`src/pin_irq_pkg.sv`:
```
// package for the external and pin-change interrupt block
// assumes: an 8-bit register port, one 125 MHz clock, synchronous reset
package pin_irq_pkg;
   // register indices on the plain register port
   localparam logic [3:0] sense_ctrl_addr = 4'h0;
   localparam logic [3:0] line_enable_addr = 4'h1;
   localparam logic [3:0] ext_flags_addr = 4'h2;
   localparam logic [3:0] bank_enable_addr = 4'h3;
   localparam logic [3:0] bank_flags_addr = 4'h4;
   localparam logic [3:0] mask_bank0_addr = 4'h5;
   localparam logic [3:0] mask_bank1_addr = 4'h6;
   localparam logic [3:0] mask_bank2_addr = 4'h7;
   localparam logic [3:0] irq_mask_addr = 4'h8;
   localparam logic [3:0] pin_level_addr = 4'h9;
   // field layouts and widths
   localparam int ext_lines = 2;
   localparam int banks = 3;
   localparam int bank_pins = 8;
   localparam int all_pins = 24;
   localparam int event_bits = 5;
   localparam logic [7:0] mask_bank1_used = 8'h7f;
   localparam logic [7:0] reg_reset = 8'h00;
   localparam logic [7:0] zero_byte = 8'h00;
   // edges after reset until every sampler stage holds a real sample
   localparam logic [1:0] sampler_fill = 2'h3;
   // sense modes of an external line
   typedef enum logic [1:0] {
      sense_low = 2'b00,
      sense_change = 2'b01,
      sense_fall = 2'b10,
      sense_rise = 2'b11
   } sense_t;
   // state of the pin sampler
   typedef struct packed {
      logic [all_pins+ext_lines-1:0] stage1;
      logic [all_pins+ext_lines-1:0] stage2;
      logic [all_pins+ext_lines-1:0] stage3;
      logic [1:0] fill;
   } sampler_t;
endpackage : pin_irq_pkg

```
`src/pin_sync_bus.sv`:
```
// carrier between the top and the pin sampler
// assumes: one clock domain shared by both ends
`timescale 1ns/10ps
`default_nettype none
interface pin_sync_bus;
   import pin_irq_pkg::*;
   logic [all_pins+ext_lines-1:0] now_level;
   logic [all_pins+ext_lines-1:0] was_level;
   logic primed;
   modport sampler (output now_level, output was_level, output primed);
   modport user (input now_level, input was_level, input primed);
endinterface : pin_sync_bus
`default_nettype wire

```
`src/external_pin_change_irq.sv`:
```
// external line and pin-change interrupt logic
// assumes: register port with read data one cycle after the read strobe;
// the core pulses vector_taken when it enters an interrupt routine
`timescale 1ns/10ps
`default_nettype none
module external_pin_change_irq
   import pin_irq_pkg::*;
(
   input wire logic clk,
   input wire logic sys_rst,
   input wire logic clk_en,
   input wire logic [3:0] reg_addr,
   input wire logic [7:0] reg_wdata,
   input wire logic reg_write,
   input wire logic reg_read,
   output logic [7:0] reg_rdata,
   input wire logic ext_line_zero,
   input wire logic ext_line_one,
   input wire logic [all_pins-1:0] change_inputs_all,
   input wire logic global_irq_enable,
   input wire logic [event_bits-1:0] vector_taken,
   output logic [event_bits-1:0] vector_request,
   output logic pin_wake,
   output logic irq
);
   // event order in vector_request / vector_taken / status:
   // 0 line zero, 1 line one, 2 bank0, 3 bank1, 4 bank2
   typedef struct packed {
      logic [3:0] sense;
      logic [1:0] line_en;
      logic [1:0] line_pend;
      logic [2:0] bank_en;
      logic [2:0] bank_pend;
      logic [7:0] mask0;
      logic [7:0] mask1;
      logic [7:0] mask2;
      logic [event_bits-1:0] irq_mask;
      logic [7:0] rdata;
      logic [event_bits-1:0] req;
      logic wake;
      logic irq;
   } state_t;

   state_t st;
   state_t next_st;
   pin_sync_bus sync ();
   logic [ext_lines-1:0] line_now;
   logic [ext_lines-1:0] line_was;
   logic [ext_lines-1:0] line_hit;
   logic [ext_lines-1:0] line_level_req;
   logic [all_pins-1:0] pin_toggle;
   logic [all_pins-1:0] pin_mask;
   logic [banks-1:0] bank_hit;
   logic [event_bits-1:0] status_now;
   logic [event_bits-1:0] active;

   // ---------------------------------------------------------------
   // pin synchroniser
   // ---------------------------------------------------------------
   pin_sampler sampler_i (
      .clk(clk),
      .sys_rst(sys_rst),
      .clk_en(clk_en),
      .raw_pins({ext_line_one, ext_line_zero, change_inputs_all}),
      .sync(sync)
   );

   assign line_now = sync.now_level[all_pins+ext_lines-1:all_pins];
   assign line_was = sync.was_level[all_pins+ext_lines-1:all_pins];
   assign pin_mask = {st.mask2, st.mask1 & mask_bank1_used, st.mask0};

   // ---------------------------------------------------------------
   // external line sense decode
   // ---------------------------------------------------------------
   genvar gi;
   generate
      for (gi = 0; gi < ext_lines; gi++) begin : g_line
         sense_t mode;
         assign mode = sense_t'(st.sense[2*gi +: 2]);
         assign line_hit[gi] = sync.primed &&
            ((mode == sense_change && line_now[gi] != line_was[gi]) ||
             (mode == sense_fall && !line_now[gi] && line_was[gi]) ||
             (mode == sense_rise && line_now[gi] && !line_was[gi]));
         assign line_level_req[gi] = (mode == sense_low) && !line_now[gi];
      end
      // per-pin toggle detect, gated by its mask bit
      for (gi = 0; gi < all_pins; gi++) begin : g_pin
         assign pin_toggle[gi] = sync.primed && pin_mask[gi] &&
            (sync.now_level[gi] != sync.was_level[gi]);
      end
      for (gi = 0; gi < banks; gi++) begin : g_bank
         assign bank_hit[gi] = st.bank_en[gi] &&
            (|pin_toggle[gi*bank_pins +: bank_pins]);
      end
   endgenerate

   // level lines request straight from the pin, edges through the flag
   assign status_now = {st.bank_pend, st.line_pend | line_level_req};
   assign active = status_now & {st.bank_en, st.line_en};

   // ---------------------------------------------------------------
   // next state: registers, flags, requests
   // ---------------------------------------------------------------
   always_comb begin
      next_st = st;
      // software writes; write-one clears flags
      if (reg_write) begin
         case (reg_addr)
            sense_ctrl_addr: next_st.sense = reg_wdata[3:0];
            line_enable_addr: next_st.line_en = reg_wdata[1:0];
            ext_flags_addr: next_st.line_pend = st.line_pend & ~reg_wdata[1:0];
            bank_enable_addr: next_st.bank_en = reg_wdata[2:0];
            bank_flags_addr: next_st.bank_pend = st.bank_pend & ~reg_wdata[2:0];
            mask_bank0_addr: next_st.mask0 = reg_wdata;
            mask_bank1_addr: next_st.mask1 = reg_wdata & mask_bank1_used;
            mask_bank2_addr: next_st.mask2 = reg_wdata;
            irq_mask_addr: next_st.irq_mask = reg_wdata[event_bits-1:0];
            default: next_st.sense = st.sense;
         endcase
      end
      // vector entry clears its flag
      next_st.line_pend = next_st.line_pend & ~vector_taken[1:0];
      next_st.bank_pend = next_st.bank_pend & ~vector_taken[4:2];
      // hardware sets last so they win over write-one and vector-entry clears
      next_st.line_pend = next_st.line_pend | line_hit;
      next_st.bank_pend = next_st.bank_pend | bank_hit;
      // low-level mode never keeps a latched flag
      for (int i = 0; i < ext_lines; i++) begin
         if (sense_t'(next_st.sense[2*i +: 2]) == sense_low) begin
            next_st.line_pend[i] = 1'b0;
         end
      end
      // read data, one cycle after the strobe
      next_st.rdata = zero_byte;
      if (reg_read) begin
         case (reg_addr)
            sense_ctrl_addr: next_st.rdata = {4'h0, st.sense};
            line_enable_addr: next_st.rdata = {6'h00, st.line_en};
            ext_flags_addr: next_st.rdata = {6'h00, st.line_pend};
            bank_enable_addr: next_st.rdata = {5'h00, st.bank_en};
            bank_flags_addr: next_st.rdata = {5'h00, st.bank_pend};
            mask_bank0_addr: next_st.rdata = st.mask0;
            mask_bank1_addr: next_st.rdata = st.mask1 & mask_bank1_used;
            mask_bank2_addr: next_st.rdata = st.mask2;
            irq_mask_addr: next_st.rdata = {3'h0, st.irq_mask};
            pin_level_addr: next_st.rdata = {3'h0, status_now};
            default: next_st.rdata = zero_byte;
         endcase
      end
      // vector requests gated by global enable
      next_st.req = global_irq_enable ? active : '0;
      // wake needs no global enable; works as a raw event
      next_st.wake = |active;
      next_st.irq = |(status_now & st.irq_mask);
   end

   // ---------------------------------------------------------------
   // state register
   // ---------------------------------------------------------------
   always_ff @(posedge clk) begin
      if (sys_rst) begin
         st <= '0;
      end else if (clk_en) begin
         st <= next_st;
      end
   end

   assign reg_rdata = st.rdata;
   assign vector_request = st.req;
   assign pin_wake = st.wake;
   assign irq = st.irq;

   // ---------------------------------------------------------------
   // checks
   // ---------------------------------------------------------------
   property p_line_set;
      @(posedge clk) disable iff (sys_rst)
      (clk_en && line_hit[0] &&
       !(reg_write && reg_addr == sense_ctrl_addr)) |=> st.line_pend[0];
   endproperty
   a_line_set: assert property (p_line_set)
      else $error("line zero edge did not set pending");

   property p_request;
      @(posedge clk) disable iff (sys_rst)
      (clk_en && global_irq_enable && st.line_en[0] && st.line_pend[0])
      |=> vector_request[0];
   endproperty
   a_request: assert property (p_request)
      else $error("line zero request missing");

   property p_vector_clear;
      @(posedge clk) disable iff (sys_rst)
      (clk_en && vector_taken[2] && !bank_hit[0]) |=> !st.bank_pend[0];
   endproperty
   a_vector_clear: assert property (p_vector_clear)
      else $error("vector entry did not clear bank zero flag");

   property p_w1c;
      @(posedge clk) disable iff (sys_rst)
      (clk_en && reg_write && reg_addr == bank_flags_addr &&
       reg_wdata[1] && !bank_hit[1]) |=> !st.bank_pend[1];
   endproperty
   a_w1c: assert property (p_w1c)
      else $error("write one did not clear bank one flag");

   property p_level_zero;
      @(posedge clk) disable iff (sys_rst)
      (st.sense[1:0] == sense_low) |-> !st.line_pend[0];
   endproperty
   a_level_zero: assert property (p_level_zero)
      else $error("level mode flag not zero");

   property p_reserved;
      @(posedge clk) disable iff (sys_rst)
      (clk_en && reg_read && reg_addr == bank_flags_addr)
      |=> reg_rdata[7:3] == 5'h00;
   endproperty
   a_reserved: assert property (p_reserved)
      else $error("reserved bits read nonzero");

   property p_mask1_top;
      @(posedge clk) disable iff (sys_rst)
      (clk_en && reg_read && reg_addr == mask_bank1_addr) |=> !reg_rdata[7];
   endproperty
   a_mask1_top: assert property (p_mask1_top)
      else $error("bank one mask bit seven read set");

   property p_set_wins;
      @(posedge clk) disable iff (sys_rst)
      (clk_en && bank_hit[2] && vector_taken[4]) |=> st.bank_pend[2];
   endproperty
   a_set_wins: assert property (p_set_wins)
      else $error("clear beat a set on bank two");

   property p_masked_pin;
      @(posedge clk) disable iff (sys_rst)
      (st.mask0 == 8'h00) |-> !bank_hit[0];
   endproperty
   a_masked_pin: assert property (p_masked_pin)
      else $error("masked bank raised a change");

   property p_line_one_set;
      @(posedge clk) disable iff (sys_rst)
      (clk_en && line_hit[1] &&
       !(reg_write && reg_addr == sense_ctrl_addr)) |=> st.line_pend[1];
   endproperty
   a_line_one_set: assert property (p_line_one_set)
      else $error("line one edge did not set pending");

   property p_no_global;
      @(posedge clk) disable iff (sys_rst)
      (clk_en && !global_irq_enable) |=> vector_request == '0;
   endproperty
   a_no_global: assert property (p_no_global)
      else $error("request raised without global enable");

   property p_line_vector_clear;
      @(posedge clk) disable iff (sys_rst)
      (clk_en && vector_taken[0] && !line_hit[0]) |=> !st.line_pend[0];
   endproperty
   a_line_vector_clear: assert property (p_line_vector_clear)
      else $error("vector entry did not clear line zero flag");

   property p_line_w1c;
      @(posedge clk) disable iff (sys_rst)
      (clk_en && reg_write && reg_addr == ext_flags_addr &&
       reg_wdata[0] && !line_hit[0]) |=> !st.line_pend[0];
   endproperty
   a_line_w1c: assert property (p_line_w1c)
      else $error("write one did not clear line zero flag");

   property p_level_request;
      @(posedge clk) disable iff (sys_rst)
      (clk_en && global_irq_enable && st.line_en[0] &&
       st.sense[1:0] == sense_low && !line_now[0]) |=> vector_request[0];
   endproperty
   a_level_request: assert property (p_level_request)
      else $error("low level did not request line zero");

   property p_ext_reserved;
      @(posedge clk) disable iff (sys_rst)
      (clk_en && reg_read && reg_addr == ext_flags_addr)
      |=> reg_rdata[7:2] == 6'h00;
   endproperty
   a_ext_reserved: assert property (p_ext_reserved)
      else $error("line flag reserved bits read nonzero");

   property p_bank2_request;
      @(posedge clk) disable iff (sys_rst)
      (clk_en && global_irq_enable && st.bank_en[2] && st.bank_pend[2])
      |=> vector_request[4];
   endproperty
   a_bank2_request: assert property (p_bank2_request)
      else $error("bank two request missing");

   property p_bank1_request;
      @(posedge clk) disable iff (sys_rst)
      (clk_en && global_irq_enable && st.bank_en[1] && st.bank_pend[1])
      |=> vector_request[3];
   endproperty
   a_bank1_request: assert property (p_bank1_request)
      else $error("bank one request missing");

   property p_bank0_request;
      @(posedge clk) disable iff (sys_rst)
      (clk_en && global_irq_enable && st.bank_en[0] && st.bank_pend[0])
      |=> vector_request[2];
   endproperty
   a_bank0_request: assert property (p_bank0_request)
      else $error("bank zero request missing");

   property p_bank_set;
      @(posedge clk) disable iff (sys_rst)
      (clk_en && bank_hit[0]) |=> st.bank_pend[0];
   endproperty
   a_bank_set: assert property (p_bank_set)
      else $error("bank zero change did not set pending");

   property p_rise_only;
      @(posedge clk) disable iff (sys_rst)
      (sync.primed && st.sense[3:2] == sense_rise &&
       !line_now[1] && line_was[1]) |-> !line_hit[1];
   endproperty
   a_rise_only: assert property (p_rise_only)
      else $error("rising mode reacted to a falling edge");

   property p_wake;
      @(posedge clk) disable iff (sys_rst)
      (clk_en && |active) |=> pin_wake;
   endproperty
   a_wake: assert property (p_wake)
      else $error("enabled request did not raise wake");
endmodule : external_pin_change_irq
`default_nettype wire

```
`src/pin_sampler.sv`:
```
// three-stage sampler for asynchronous pins with a previous-sample copy
// assumes: raw pins from outside the clock domain
`timescale 1ns/10ps
`default_nettype none
module pin_sampler
   import pin_irq_pkg::*;
(
   input wire logic clk,
   input wire logic sys_rst,
   input wire logic clk_en,
   input wire logic [all_pins+ext_lines-1:0] raw_pins,
   pin_sync_bus.sampler sync
);
   sampler_t st;
   sampler_t next_st;

   // ---------------------------------------------------------------
   // sampling chain
   // ---------------------------------------------------------------
   // stage1 only feeds stage2; stage2 and stage3 differing is a settled change
   always_comb begin
      next_st = st;
      next_st.stage1 = raw_pins;
      next_st.stage2 = st.stage1;
      next_st.stage3 = st.stage2;
      // edges are trusted only once stage3 holds a real sample, so the
      // zeros left by reset never look like a change on an idle-high pin
      if (st.fill != sampler_fill) begin
         next_st.fill = st.fill + 2'h1;
      end
   end

   always_ff @(posedge clk) begin
      if (sys_rst) begin
         st <= '0;
      end else if (clk_en) begin
         st <= next_st;
      end
   end

   // current sample is stage2, previous is stage3
   assign sync.now_level = st.stage2;
   assign sync.was_level = st.stage3;
   assign sync.primed = (st.fill == sampler_fill);
endmodule : pin_sampler
`default_nettype wire

```
`config.mk`:
```
export PLATFORM = sky130hd
export DESIGN_NAME = external_pin_change_irq
export DESIGN_NICKNAME = d
export VERILOG_FILES = /design/src/pin_irq_pkg.sv /design/src/pin_sync_bus.sv /design/src/external_pin_change_irq.sv /design/src/pin_sampler.sv
export SDC_FILE = /design/constraint.sdc
export NUM_CORES = 1
export LEC_CHECK = 0
export BUFFER_PORTS_ARGS = -buffer_cell sky130_fd_sc_hd__clkbuf_2
export CAP_MARGIN = 40
export CORE_MARGIN = 5
export CORE_UTILIZATION = 59
export CTS_CLUSTER_SIZE = 30
export DETAILED_ROUTE_END_ITERATION = 10
export PLACE_DENSITY = 0.8
export SLEW_MARGIN = 10
export SYNTH_ARGS = -nofsm -noshare
export SYNTH_HDL_FRONTEND = slang
export SYNTH_SLANG_ARGS = --single-unit
```
`constraint.sdc`:
```
create_clock -name clk -period 1.7 [get_ports clk]
set_clock_uncertainty 0.05 [all_clocks]
set_input_delay 0.255 -clock clk [delete_from_list [all_inputs] [get_ports clk]]
set_output_delay 0.255 -clock clk [all_outputs]
set_load 0.005 [all_outputs]
```
-- Word level (Yosys, flattened, before mapping)
Index checks and enable logic that the tools add are counted.
- register bits: 137
- logic and storage cells: 176
- bitwise logic cells: 13
- reductions and logical operators: 88
- equality and inequality tests: 42
- multiplexer cells: 15
- $add $sub $neg: 1
- operators with widths (kind ; number):
    case mux 8 bit (10 select lines) ; 1
    logical AND 1 bit ; 63
    2-to-1 mux 43 bit ; 1
    inequality test 1 bit ; 25
    2-to-1 mux 8 bit ; 3
    AND reduction 3 bit ; 6
    == test 4 x 3 -> 1 bit (second input constant) ; 4
    OR reduction 8 bit ; 2
    bitwise AND 5 bit ; 2
    == test 2 bit (second input constant) ; 5
    2-to-1 mux 5 bit ; 2
    OR reduction 5 bit ; 2
    == test 4 x 2 -> 1 bit (second input constant) ; 2
    == test 4 bit (second input constant) ; 2
    logical NOT 2 bit ; 4
    2-to-1 mux 7 bit ; 1
    OR reduction 7 bit ; 1
    bitwise AND 3 bit ; 2
    2-to-1 mux 3 bit ; 2
    inverter 3 bit ; 2
    bitwise AND 2 bit ; 2
    == test 2 x 1 -> 1 bit (second input constant) ; 2
    == test 4 x 1 -> 1 bit (second input constant) ; 1
    logical NOT 1 bit ; 4
    11 further kinds ; 18

-- Logic depth before layout (Yosys ltp)
Gate-level depths: netlist of the first run.
- depth in word-level cells: 8
- gate-level depth with buffers: 7

-- Hierarchy
A second synthesis of the first run with hierarchy kept.
- cells, all modules: 693
- area total of the unflattened synthesis: 6606.3 um2
- by module, submodules not included (module ; cells an instance ; times used ; sequential area each (um2) ; area an instance (um2)):
    external_pin_change_irq ; 379 ; 1 ; 1141.1 ; 3339.5
    pin_sampler ; 314 ; 1 ; 1601.5 ; 3266.9

-- Least setup slack after synthesis of the first run
Ideal clock, no wire load.
- kind: input-to-reg
- from: input reg_addr[0]
- to: register st[52] in the netlist's numbering
- slack: 0.253 ns
- cell stages on the path: 6
- data arrival time: 1.270 ns
- buffers on the path: 2
- cells stage by stage: buf_4 -> nand4b_1 -> buf_2 -> or3_4 -> mux2i_1 -> nor2_1
- cells in the longest elaborated chain, start to end: 2
- ends and longest elaborated chain (what ; RTL line ; RTL):
    start: declaration ; external_pin_change_irq.sv:12 ; input wire logic [3:0] reg_addr,
    == test 4 x 1 -> 1 bit ; external_pin_change_irq.sv:108 ; case (reg_addr)
    AND reduction 3 bit (no line) ; - ;
    end signal: assignment ; external_pin_change_irq.sv:164 ; st <= next_st;
    end: declaration ; external_pin_change_irq.sv:44 ; state_t st;
No other way between the ends.
A chain may end at the register's enable or synchronous reset.

-- Worst setup path in the final report of the first run
- from: register st, in the netlist g_line[1].mode[1]
- to: register st, in the netlist reg_rdata[3]
- cells in the longest elaborated chain, start to end: 2
- ends and longest elaborated chain (what ; RTL line ; RTL):
    case mux 8 bit (10 select lines) ; external_pin_change_irq.sv:136 ; case (reg_addr)
    2-to-1 mux 8 bit ; external_pin_change_irq.sv:135 ; if (reg_read) begin
No other way between the ends.

==> run_results.csv, run 1 <==
group,metric,value,unit
outcome,status,"finished, final reports clean",
route,viasPerCell,5.827,
critical_path,slowest_delay,470,ps
power,p_comb_frac,0.081,
sta,setup_viol,0,
power,power.total,7.635,mW
yosys,synth_seq_cells,134,
power,p_switching,1.835,mW
yosys,ys_async_sr_fraction,0,
critical_path,worst-path-stages,4,
placement,port_buffers,62,
sta,finalHoldViolCount,0,
critical_path,critPathCaptureType,"flip-flop",
power,power.density,1032,mW/mm2
placement,routabilityCongestion,0.9516,
yosys,synth_area,0.006013,mm2
finish,fin_nets,764,
route,detail_route.iter0.violations,378,
route,antenna_left,0,
route,vias,5011,
sta,hold_slack,44.87,ps
clock_tree,clk_latency,530,ps
yosys,synthesis.nets,679,
sta,rsz0062_at_grt,"no",
global_route,antenna_found_initial,0,
yosys,avgSynthCellArea,9.560,um2
finish,post-route-util,0.7501,
critical_path,worstSetupPathType,"flip-flop to flip-flop",
sta,period_share,0.9134,
clock_tree,cts_tree,"done",
critical_path,cp.arrival,1960,ps
yosys,syn_inst,629,
critical_path,crit_chain,"or3b_2, a211oi_1, o21bai_1, a21oi_1",
critical_path,rr_worst_depth,4,
run,timing.max_cap.violations,0,
clock_tree,postCtsSetupRepairBufs,0,
clock_tree,h-tree-depth,4,
global_route,grt_max_degree,53,
route,drc,0,
placement,dp_hpwl,10390,um
yosys,seq_area_frac_synth,0.4461,
power,ir_worst_vdd,0.0007856,V
sta,tns,0,ps
clock_tree,root_buffer,"clkbuf_8",
route,post_drt_wl_per_cell,18.21,um
critical_path,cp.buffers_inverters,0,
critical_path,critical-path-slowest-cell,"or3b_2",
finish,syn2layout_area_growth,23.05,%
die,dieWidth,111.0,um
critical_path,critical_path.max_fanout,6,
sta,clock.fmax,644.0,MHz
die,core,0.009864,mm2
clock_tree,clock_sinks,134,
power,clock_power_share,0.489,
hold_path,hold_depth,3,
yosys,ys_types,57,
route,drt_first_pass_iters,8,
clock_tree,clk_pin_slew,60,ps
finish,fillers,692,
critical_path,crit_required,2110,ps
power,p_int,5.800,mW
yosys,synthFlopType,"dfxtp_1",
finish,ff_latch_area,0.002683,mm2
die,rows,36,
die,ios,64,
clock_tree,cts_made_buffers,17,
route,routed_wl,15660,um
critical_path,critPathLaunchType,"flip-flop",
power,power_leakage,3.227,nW
yosys,synth_edf_count,0,
sta,tightest_slew,483.5,ps
power,p_seq_frac,0.430,
die,fp.dieH,111.0,um
global_route,grt_pass1_wl,25630,um
sta,slew_headroom,0.6765,
sta,slew_viol_final,0,
finish,multiInputGateArea,0.003007,mm2
power,netSwitchingFraction,0.2404,
finish,drive_gt1_frac,0.1843,
global_route,grt_usage,0.2585,
clock_tree,clock_path_buffers,2,
global_route,grt_overflow,0,
die,start_util,0.6096,
yosys,ys.warnings.count,0,
sta,period_minus_slack,1553,ps
critical_path,crit_family,"compound AO/OA/AOI/OAI gates",
hold_path,hp-class,"primary input to flip-flop",
die,fp.dieArea,0.01231,mm2
global_route,grt_pass1_vias,5019,
finish,antenna_cells,0,
flip-flops by register name, summed over array words and instances (netlist names):
register	flops
g_line.mode	4
irq	1
pin_mask	23
pin_wake	1
reg_rdata	8
sampler_i.next_st	25
sampler_i.st	2
sampler_i.sync.now_level	25
sampler_i.sync.was_level	25
st	15
vector_request	5
cells in the mapped netlist (3+ instances only):
cell type	number	area (um2)
buf_2	16	80.08
nor2b_1	6	37.54
a211oi_1	4	30.03
nor2_1	118	442.9
a31oi_1	12	75.07
a21oi_1	19	95.09
and3_1	4	25.02
xor2_1	23	201.4
nand2_1	26	97.59
a32o_1	4	40.04
nand3b_1	4	30.03
dfxtp_1	134	2683
nand4_1	9	56.30
buf_6	3	33.78
mux2i_1	112	1121
a32oi_1	3	26.28
o21ai_0	17	85.08
nor3_4	3	48.80
nand2b_1	4	25.02
buf_1	5	18.77
a22oi_1	13	97.59
a21o_1	3	22.52
buf_4	15	112.6
inv_1	5	18.77
nand3_1	8	40.04
clkbuf_1	16	60.06
final cells by class:
| class | instances | area share |
|---|---|---|
| Clock buffer | 19 | 0.05834 |
| Clock inverter | 13 | 0.02300 |
| Inverter | 5 | 0.002536 |
| Multi-Input combinational cell | 435 | 0.4063 |
| Sequential cell | 134 | 0.3625 |
| Tap cell | 133 | 0.02249 |
| Timing Repair Buffer | 121 | 0.1248 |
worst paths after layout:
| path | start | endpoint | slack, ps |
|---|---|---|---|
| worst max-delay path | g_line[1].mode[1] | reg_rdata[3] | 150 |
| worst min register to register | vector_request[0] | vector_request[0] | 410 |
| worst max register to register | g_line[1].mode[1] | reg_rdata[3] | 150 |
| worst min-delay path | reg_wdata[1] | g_line[0].mode[1] | 40 |
per-layer routing:
metal / GRT usage / share of wire / vias to the layer above
met4: 0.1125 / 0.028 / 0
met1: 0.3101 / 0.41 / 2414
met2: 0.4405 / 0.51 / 182
met5: 0 / 0 / -
li1: - / - / 2375
met3: 0.06168 / 0.054 / 40
stage by stage:
stage | cells | setup WS (ps) | instance area, um2
final | 860 | 147.3 | 7400
after floorplan | 629 | 252.9 | 6013
after detailed placement | 797 | 13.92 | 6487
after CTS | 860 | 151.6 | 7400
after global routing | 860 | 20.12 | 7400
after global placement | 797 | 27.65 | 6487
cells by family (layout without fill, tap and decap cells):
family / count (synthesis) / count (layout) / synth area share
flip-flops: 134 / 134 / 0.4461
XOR/XNOR: 25 / 25 / 0.03641
adder cells (fa/ha/maj): 1 / 1 / 0.002080
buffers and inverters: 60 / 158 / 0.05389
AO/OA/AOI/OAI: 94 / 94 / 0.1051
multiplexers: 114 / 114 / 0.1921
AND/OR/NAND/NOR: 201 / 201 / 0.1644
worst min-delay path, stage by stage:
cell      delay, ps
clkbuf_2        170
mux2i_1          90
nor2_1           70
power groups by stage:
| stage | logic [mW] | clock network [mW] | registers (mW) |
|---|---|---|---|
| after CTS | 0.609 | 3.76 | 3.28 |
| after global routing | 0.671 | 3.92 | 3.29 |
| after detailed placement | 0.548 | 0 | 3.35 |
| final | 0.618 | 3.74 | 3.28 |
| after floorplan | 0.364 | 0 | 3.33 |
| after global placement | 0.534 | 0 | 3.34 |
repair_timing:
| item | CTS | global route |
|---|---|---|
| hold endpoints to repair | 38 | 0 |
| hold buffers | 31 | 0 |
| gates resized for setup | 0 | 0 |
cells in the final DEF (no fill, tap or decap), drive strengths merged, types with 4 or more instances in the layout:
| cell type | synthesis | layout |
|---|---|---|
| o21ai | 17 | 17 |
| dfxtp | 134 | 134 |
| clkbuf | 16 | 79 |
| mux2i | 112 | 112 |
| nor2 | 119 | 119 |
| a31oi | 12 | 12 |
| nand3b | 4 | 4 |
| a211oi | 4 | 4 |
| xor2 | 23 | 23 |
| nor2b | 6 | 6 |
| a32o | 4 | 4 |
| a21oi | 19 | 19 |
| nand2 | 26 | 26 |
| nand2b | 4 | 4 |
| and3 | 4 | 4 |
| inv | 5 | 9 |
| dlygate4sd3 | 0 | 31 |
| buf | 39 | 30 |
| nand3 | 8 | 8 |
| nor3 | 5 | 5 |
| a22oi | 13 | 13 |
| nand4 | 9 | 9 |
(Power assumes the default switching activity.)
==> run 2, diff against run 1 <==
--- a/config.mk
+++ b/config.mk
@@ -5,13 +5,14 @@
 export SDC_FILE = /design/constraint.sdc
 export NUM_CORES = 1
 export LEC_CHECK = 0
-export BUFFER_PORTS_ARGS = -buffer_cell sky130_fd_sc_hd__clkbuf_2
 export CAP_MARGIN = 40
-export CORE_MARGIN = 5
+export CORE_MARGIN = 3
 export CORE_UTILIZATION = 59
+export CTS_CLUSTER_DIAMETER = 200
 export CTS_CLUSTER_SIZE = 30
 export DETAILED_ROUTE_END_ITERATION = 10
-export PLACE_DENSITY = 0.8
+export DONT_BUFFER_PORTS = 1
+export PLACE_DENSITY = 0.75
 export SLEW_MARGIN = 10
 export SYNTH_ARGS = -nofsm -noshare
 export SYNTH_HDL_FRONTEND = slang
==> run 2 against run 1 <==
  * Power rose by 1.1%
  * Global-route usage up 4.4 points
  * Combinational power shrank 19%
  * Core utilization is 3.8 points higher
  * Cell area grew 4.6%
  * Die area decreased by 7.1%
  * Sequential power about the same
  * Critical endpoint is now sampler_i.st[0]
==> run_results.csv, run 2 (synthesis gave the netlist of run 1 again) <==
group,metric,value,unit
outcome,status,"finished, final reports clean",
power,p_int,6.069,mW
power,p_seq_frac,0.425,
critical_path,reg2reg_slack,90,ps
power,netSwitchingFraction,0.2140,
critical_path,slowest_delay,560,ps
die,ios,64,
critical_path,cp.buffers_inverters,1,
sta,slew_headroom,0.6308,
clock_tree,cts_made_buffers,17,
critical_path,critical-path-slowest-cell,"dlygate4sd3_1",
sta,period_minus_slack,1613,ps
clock_tree,clk_latency,520,ps
critical_path,cp.arrival,1970,ps
critical_path,crit_chain,"ha_1, nor2_2, xnor2_1, nor2_1, dlygate4sd3_1",
sta,clock.fmax,619.9,MHz
finish,fin_nets,764,
die,fp.dieArea,0.01144,mm2
run,timing.max_cap.violations,0,
clock_tree,root_buffer,"clkbuf_8",
placement,port_buffers,0,
sta,tightest_slew,553.2,ps
finish,drive_gt1_frac,0.07290,
sta,finalHoldViolCount,0,
critical_path,rr_worst_depth,5,
clock_tree,clk_pin_slew,60,ps
finish,layout_common_cells,"dfxtp_1, nor2_1, dlygate4sd3_1",
finish,syn2layout_area_growth,28.76,%
global_route,grt_overflow,0,
power,power_leakage,3.339,nW
global_route,busiest_layer,"met2",
critical_path,crit_family,"buffers and inverters",
clock_tree,h-tree-depth,4,
route,detail_route.iter0.violations,418,
power,clock_power_share,0.510,
die,dieWidth,107.0,um
route,viasPerCell,5.960,
global_route,grt_usage,0.3029,
route,drt_first_pass_iters,6,
global_route,grt_pass1_wl,27100,um
hold_path,min-delay-start,"vector_taken[0]",
power,p_comb_frac,0.065,
sta,rsz0062_at_grt,"no",
power,ir_worst_vdd,0.0007997,V
clock_tree,cts_tree,"done",
global_route,grt_pass1_vias,5329,
power,p_switching,1.652,mW
finish,final_cell_count_no_fill,860,
die,rows,36,
die,fp.dieH,107.0,um
global_route,antenna_found_initial,0,
hold_path,hp-class,"primary input to flip-flop",
route,post_drt_wl_per_cell,19.27,um
clock_tree,clock_sinks,134,
sta,worst_slack,86.78,ps
critical_path,worstSetupPathType,"flip-flop to flip-flop",
critical_path,r2r-end,"sampler_i.st[0]",
route,routed_wl,16570,um
global_route,grt_max_degree,76,
finish,antenna_cells,0,
placement,routabilityCongestion,0.8746,
finish,layout_commonest_cell,"dfxtp_1",
critical_path,critical_path.max_fanout,3,
global_route,gr-usage-met1,0.3677,
sta,tns,0,ps
power,power.density,997.2,mW/mm2
die,core,0.009819,mm2
placement,pre_cts_ws,171.4,ps
hold_path,holdPathEnd,"st[50]",
finish,post-route-util,0.7885,
sta,slew_viol_final,0,
placement,dp_hpwl,8844,um
hold_path,hold_depth,3,
route,antenna_left,0,
route,vias,5126,
clock_tree,clock_path_buffers,2,
placement,dp.cells,713,
critical_path,critPathLaunchType,"flip-flop",
global_route,grt_use_met3,0.08007,
critical_path,rr_startpoint,"sampler_i.st[0]",
route,drc,0,
critical_path,critPathCaptureType,"flip-flop",
sta,period_share,0.9490,
sta,setup_viol,0,
die,start_util,0.6124,
global_route,met2_usage,0.5103,
critical_path,crit_required,2050,ps
[run 2: cell types whose count changed in the layout (fill, tap and decap cells not counted), sizes merged]
| cell | before | now |
|---|---|---|
| clkinv | 3 | 5 |
| inv | 9 | 6 |
| buf | 30 | 8 |
| clkbuf | 79 | 19 |
| clkinvlp | 3 | 2 |
| bufinv | 3 | 5 |
| dlygate4sd3 | 31 | 113 |
[run 2: worst max path at each step]
stage	slack, ps	from	cells past startpoint	end
after floorplan	250	reg_addr[0]	6	st[52]
after global placement	200	g_line[1].mode[1]	4	reg_rdata[3]
after detailed placement	170	g_line[1].mode[1]	4	reg_rdata[3]
after CTS	50	sampler_i.st[0]	5	sampler_i.st[0]
after global routing	30	sampler_i.st[0]	5	sampler_i.st[0]
final	90	sampler_i.st[0]	5	sampler_i.st[0]
[run 2: power by group through the flow]
stage / registers (mW) / logic [mW] / clock network [mW]
after detailed placement: 3.35 / 0.270 / 0
after global routing: 3.29 / 0.538 / 4.10
after CTS: 3.28 / 0.485 / 3.94
final: 3.28 / 0.499 / 3.94
after floorplan: 3.33 / 0.364 / 0
after global placement: 3.34 / 0.263 / 0
[run 2: per-stage QoR]
step                      cell area, um2  total power, mW  hold slack, ps
after floorplan                     6013            3.695           341.0
after global placement              5919            3.606           291.1
after detailed placement            5919            3.617           293.3
after CTS                           7740            7.705           14.00
after global routing                7742            7.931           39.03
final                               7742            7.721           36.53
[run 2: routing by layer]
metal,part of all wire,wire length [um],up-vias
li1,-,-,2382
met1,0.40,6557,2459
met2,0.49,8099,244
met3,0.085,1414,41
met4,0.030,497,0
met5,0,0,-
[run 2: what timing repair did]
item	in CTS	in global routing
gates resized for setup	0	1
endpoints found under the setup margin	0	1
endpoints found under the hold margin	134	0
hold buffers	115	0
setup buffers	0	0
[run 2: final cells by class]
type	instances	area, um2
clock inverter	13	202.7
sequential	134	2683
clock buffer	19	431.7
tap	133	166.4
inverter	5	18.77
fill	669	2077
multi-input combinational	435	3009
timing repair buffer	121	1231
[run 2: worst register-to-register path: cells and delay by family, from the launching register on]
kind,cells,cell delay [ps]
fa+ha+maj,1,230
simple gates,2,200
flops,1,320
xor+xnor,1,140
buf+inv,1,560
==> run 3, diff against run 2 <==
--- a/config.mk
+++ b/config.mk
@@ -6,13 +6,15 @@
 export NUM_CORES = 1
 export LEC_CHECK = 0
 export CAP_MARGIN = 40
+export CELL_PAD_IN_SITES_DETAIL_PLACEMENT = 0
+export CELL_PAD_IN_SITES_GLOBAL_PLACEMENT = 2
 export CORE_MARGIN = 3
-export CORE_UTILIZATION = 59
+export CORE_UTILIZATION = 40
 export CTS_CLUSTER_DIAMETER = 200
 export CTS_CLUSTER_SIZE = 30
 export DETAILED_ROUTE_END_ITERATION = 10
 export DONT_BUFFER_PORTS = 1
-export PLACE_DENSITY = 0.75
+export PLACE_DENSITY = 0.79
 export SLEW_MARGIN = 10
 export SYNTH_ARGS = -nofsm -noshare
 export SYNTH_HDL_FRONTEND = slang
==> run 3 against run 2 <==
  * Power decreased by 1.8%
  * Final cell count increased by 5.0%
  * Via count decreased by 4.2%
  * Sequential share of layout area increased by 0.21 points
  * Clock-buffer cell count increased by 1
  * Hold slack got worse by 15 ps
  * Routed wire length decreased by 2.2%
  * Fmax increased by 0.69%
  * Cell area decreased by 0.61%
  * Highest routed layer unchanged
==> run_results.csv, run 3 (synthesis gave the netlist of run 1 again) <==
group,metric,value,unit
critical_path,critPathLaunchType,"flip-flop",
power,power_leakage,3.303,nW
sta,clock.fmax,624.2,MHz
finish,fillers,1346,
critical_path,critical-path-slowest-cell,"dlygate4sd3_1",
finish,ff_latch_area,0.002683,mm2
power,power.total,7.584,mW
global_route,grt_pass1_vias,4809,
clock_tree,cts_tree,"done",
global_route,grt_max_degree,70,
route,drt_first_pass_iters,5,
placement,dp_hpwl,9664,um
critical_path,cp.buffers_inverters,1,
die,fp.dieArea,0.01654,mm2
die,core,0.01464,mm2
route,routed_wl,16210,um
sta,slew_headroom,0.6426,
clock_tree,cts.repair.resized,0,
clock_tree,clock_path_buffers,2,
global_route,grt_overflow,0,
clock_tree,clk_pin_slew,60,ps
clock_tree,cts_made_buffers,17,
critical_path,worstSetupPathType,"flip-flop to flip-flop",
critical_path,rr_startpoint,"sampler_i.st[0]",
critical_path,crit_required,1960,ps
critical_path,r2r-end,"sampler_i.st[0]",
finish,syn2layout_area_growth,27.97,%
clock_tree,postCtsSetupRepairBufs,0,
placement,port_buffers,0,
finish,fin_nets,756,
sta,finalHoldViolCount,0,
route,detail_route.iter0.violations,332,
die,dieWidth,128.6,um
die,ios,64,
critical_path,cpMostUsedCell,"nor2_1",
power,ir_worst_vdd,0.0007172,V
finish,drive_gt1_frac,0.07789,
sta,slew_viol_final,0,
sta,period_share,0.9424,
clock_tree,h-tree-depth,4,
finish,layout_commonest_cell,"dfxtp_1",
critical_path,slowest_delay,540,ps
outcome,status,"finished, final reports clean",
placement,routabilityCongestion,0.8682,
critical_path,critical_path.max_fanout,3,
sta,rsz0062_at_grt,"no",
sta,tightest_slew,535.5,ps
sta,setup_viol,0,
route,antenna_left,0,
hold_path,hold_depth,2,
global_route,grt_pass1_wl,25950,um
route,drc,0,
run,timing.max_cap.violations,0,
global_route,grt_usage,0.2016,
global_route,antenna_found_initial,0,
hold_path,holdPathEnd,"st[46]",
finish,multiInputGateArea,0.003007,mm2
route,viasPerCell,5.439,
critical_path,crit_chain,"ha_1, nor2_1, xnor2_1, nor2_1, dlygate4sd3_1",
critical_path,reg2reg_slack,100,ps
die,rows,44,
finish,antenna_cells,0,
die,fp.dieH,128.6,um
route,post_drt_wl_per_cell,17.95,um
die,start_util,0.4106,
power,power.density,985.6,mW/mm2
critical_path,cp.arrival,1860,ps
sta,tns,0,ps
clock_tree,root_buffer,"clkbuf_16",
finish,layout_common_cells,"dfxtp_1, nor2_1, mux2i_1",
hold_path,min-delay-start,"clk_en",
critical_path,crit_family,"buffers and inverters",
critical_path,critPathCaptureType,"flip-flop",
clock_tree,clk_latency,420,ps
sta,period_minus_slack,1602,ps
critical_path,rr_worst_depth,5,
clock_tree,clock_sinks,134,
route,vias,4911,
hold_path,hp-class,"primary input to flip-flop",
## run 3: changes by cell type in the layout (fill, tap and decap cells not counted), sizes merged
cell,change
clkinv,-2
inv,+3
dlygate4sd3,-12
bufinv,-2
clkbuf,+1
buf,+4
## run 3: report_power, final
group	internal, mW	total, mW	switching, mW
Clock	2.41	3.83	1.42
Sequential	3.22	3.28	0.0576
Combinational	0.274	0.471	0.196
## run 3: how the worst max path moves through the flow
stage                                  from              end  slack, ps  depth (start not counted)
2_1_floorplan                   reg_addr[0]           st[52]        250                          6
3_3_place_gp   sampler_i.sync.now_level[10]           st[45]        230                          4
3_5_place_dp   sampler_i.sync.now_level[10]           st[45]        240                          4
4_1_cts                     sampler_i.st[0]  sampler_i.st[0]        100                          5
5_1_grt                     sampler_i.st[0]  sampler_i.st[1]         20                          5
6_report                    sampler_i.st[0]  sampler_i.st[0]        100                          5
## run 3: cell type report
| type | instances | share of cell area |
|---|---|---|
| Clock buffer | 20 | 0.05935 |
| Clock inverter | 12 | 0.02163 |
| Inverter | 5 | 0.002439 |
| Multi-Input combinational cell | 435 | 0.3907 |
| Sequential cell | 134 | 0.3486 |
| Tap cell | 184 | 0.02992 |
| Timing Repair Buffer | 113 | 0.1473 |
## run 3: timing repair
| item | 4_1_cts | 5_1_grt |
|---|---|---|
| hold endpoints to repair | 129 | 0 |
| hold buffers | 103 | 0 |
| setup endpoints to repair | 0 | 0 |
## run 3: per-layer routing
metal  vias to the layer above  wire length (um)  part of all wire  track usage
met1                      2384              7210              0.44       0.2664
li1                       2373                 -                 -            -
met5                         -                 0                 0            0
met2                       136              7594              0.47       0.3123
met4                         0               278             0.017      0.06794
met3                        18              1125             0.069      0.06559
## run 3: per-stage QoR
stage / utilization / cell area [um2] / setup slack, ps / hold slack (ps) / cells
after floorplan: - / 6013 / 252.9 / 341.0 / 629
after global placement: 0.4106 / 6013 / 229.1 / 290.0 / 768
after detailed placement: 0.4106 / 6013 / 239.9 / 296.9 / 768
after CTS: 0.5255 / 7695 / 102.0 / 3.180 / 903
after global routing: 0.5255 / 7695 / 16.99 / 23.55 / 903
final: 0.5255 / 7695 / 97.90 / 21.87 / 903
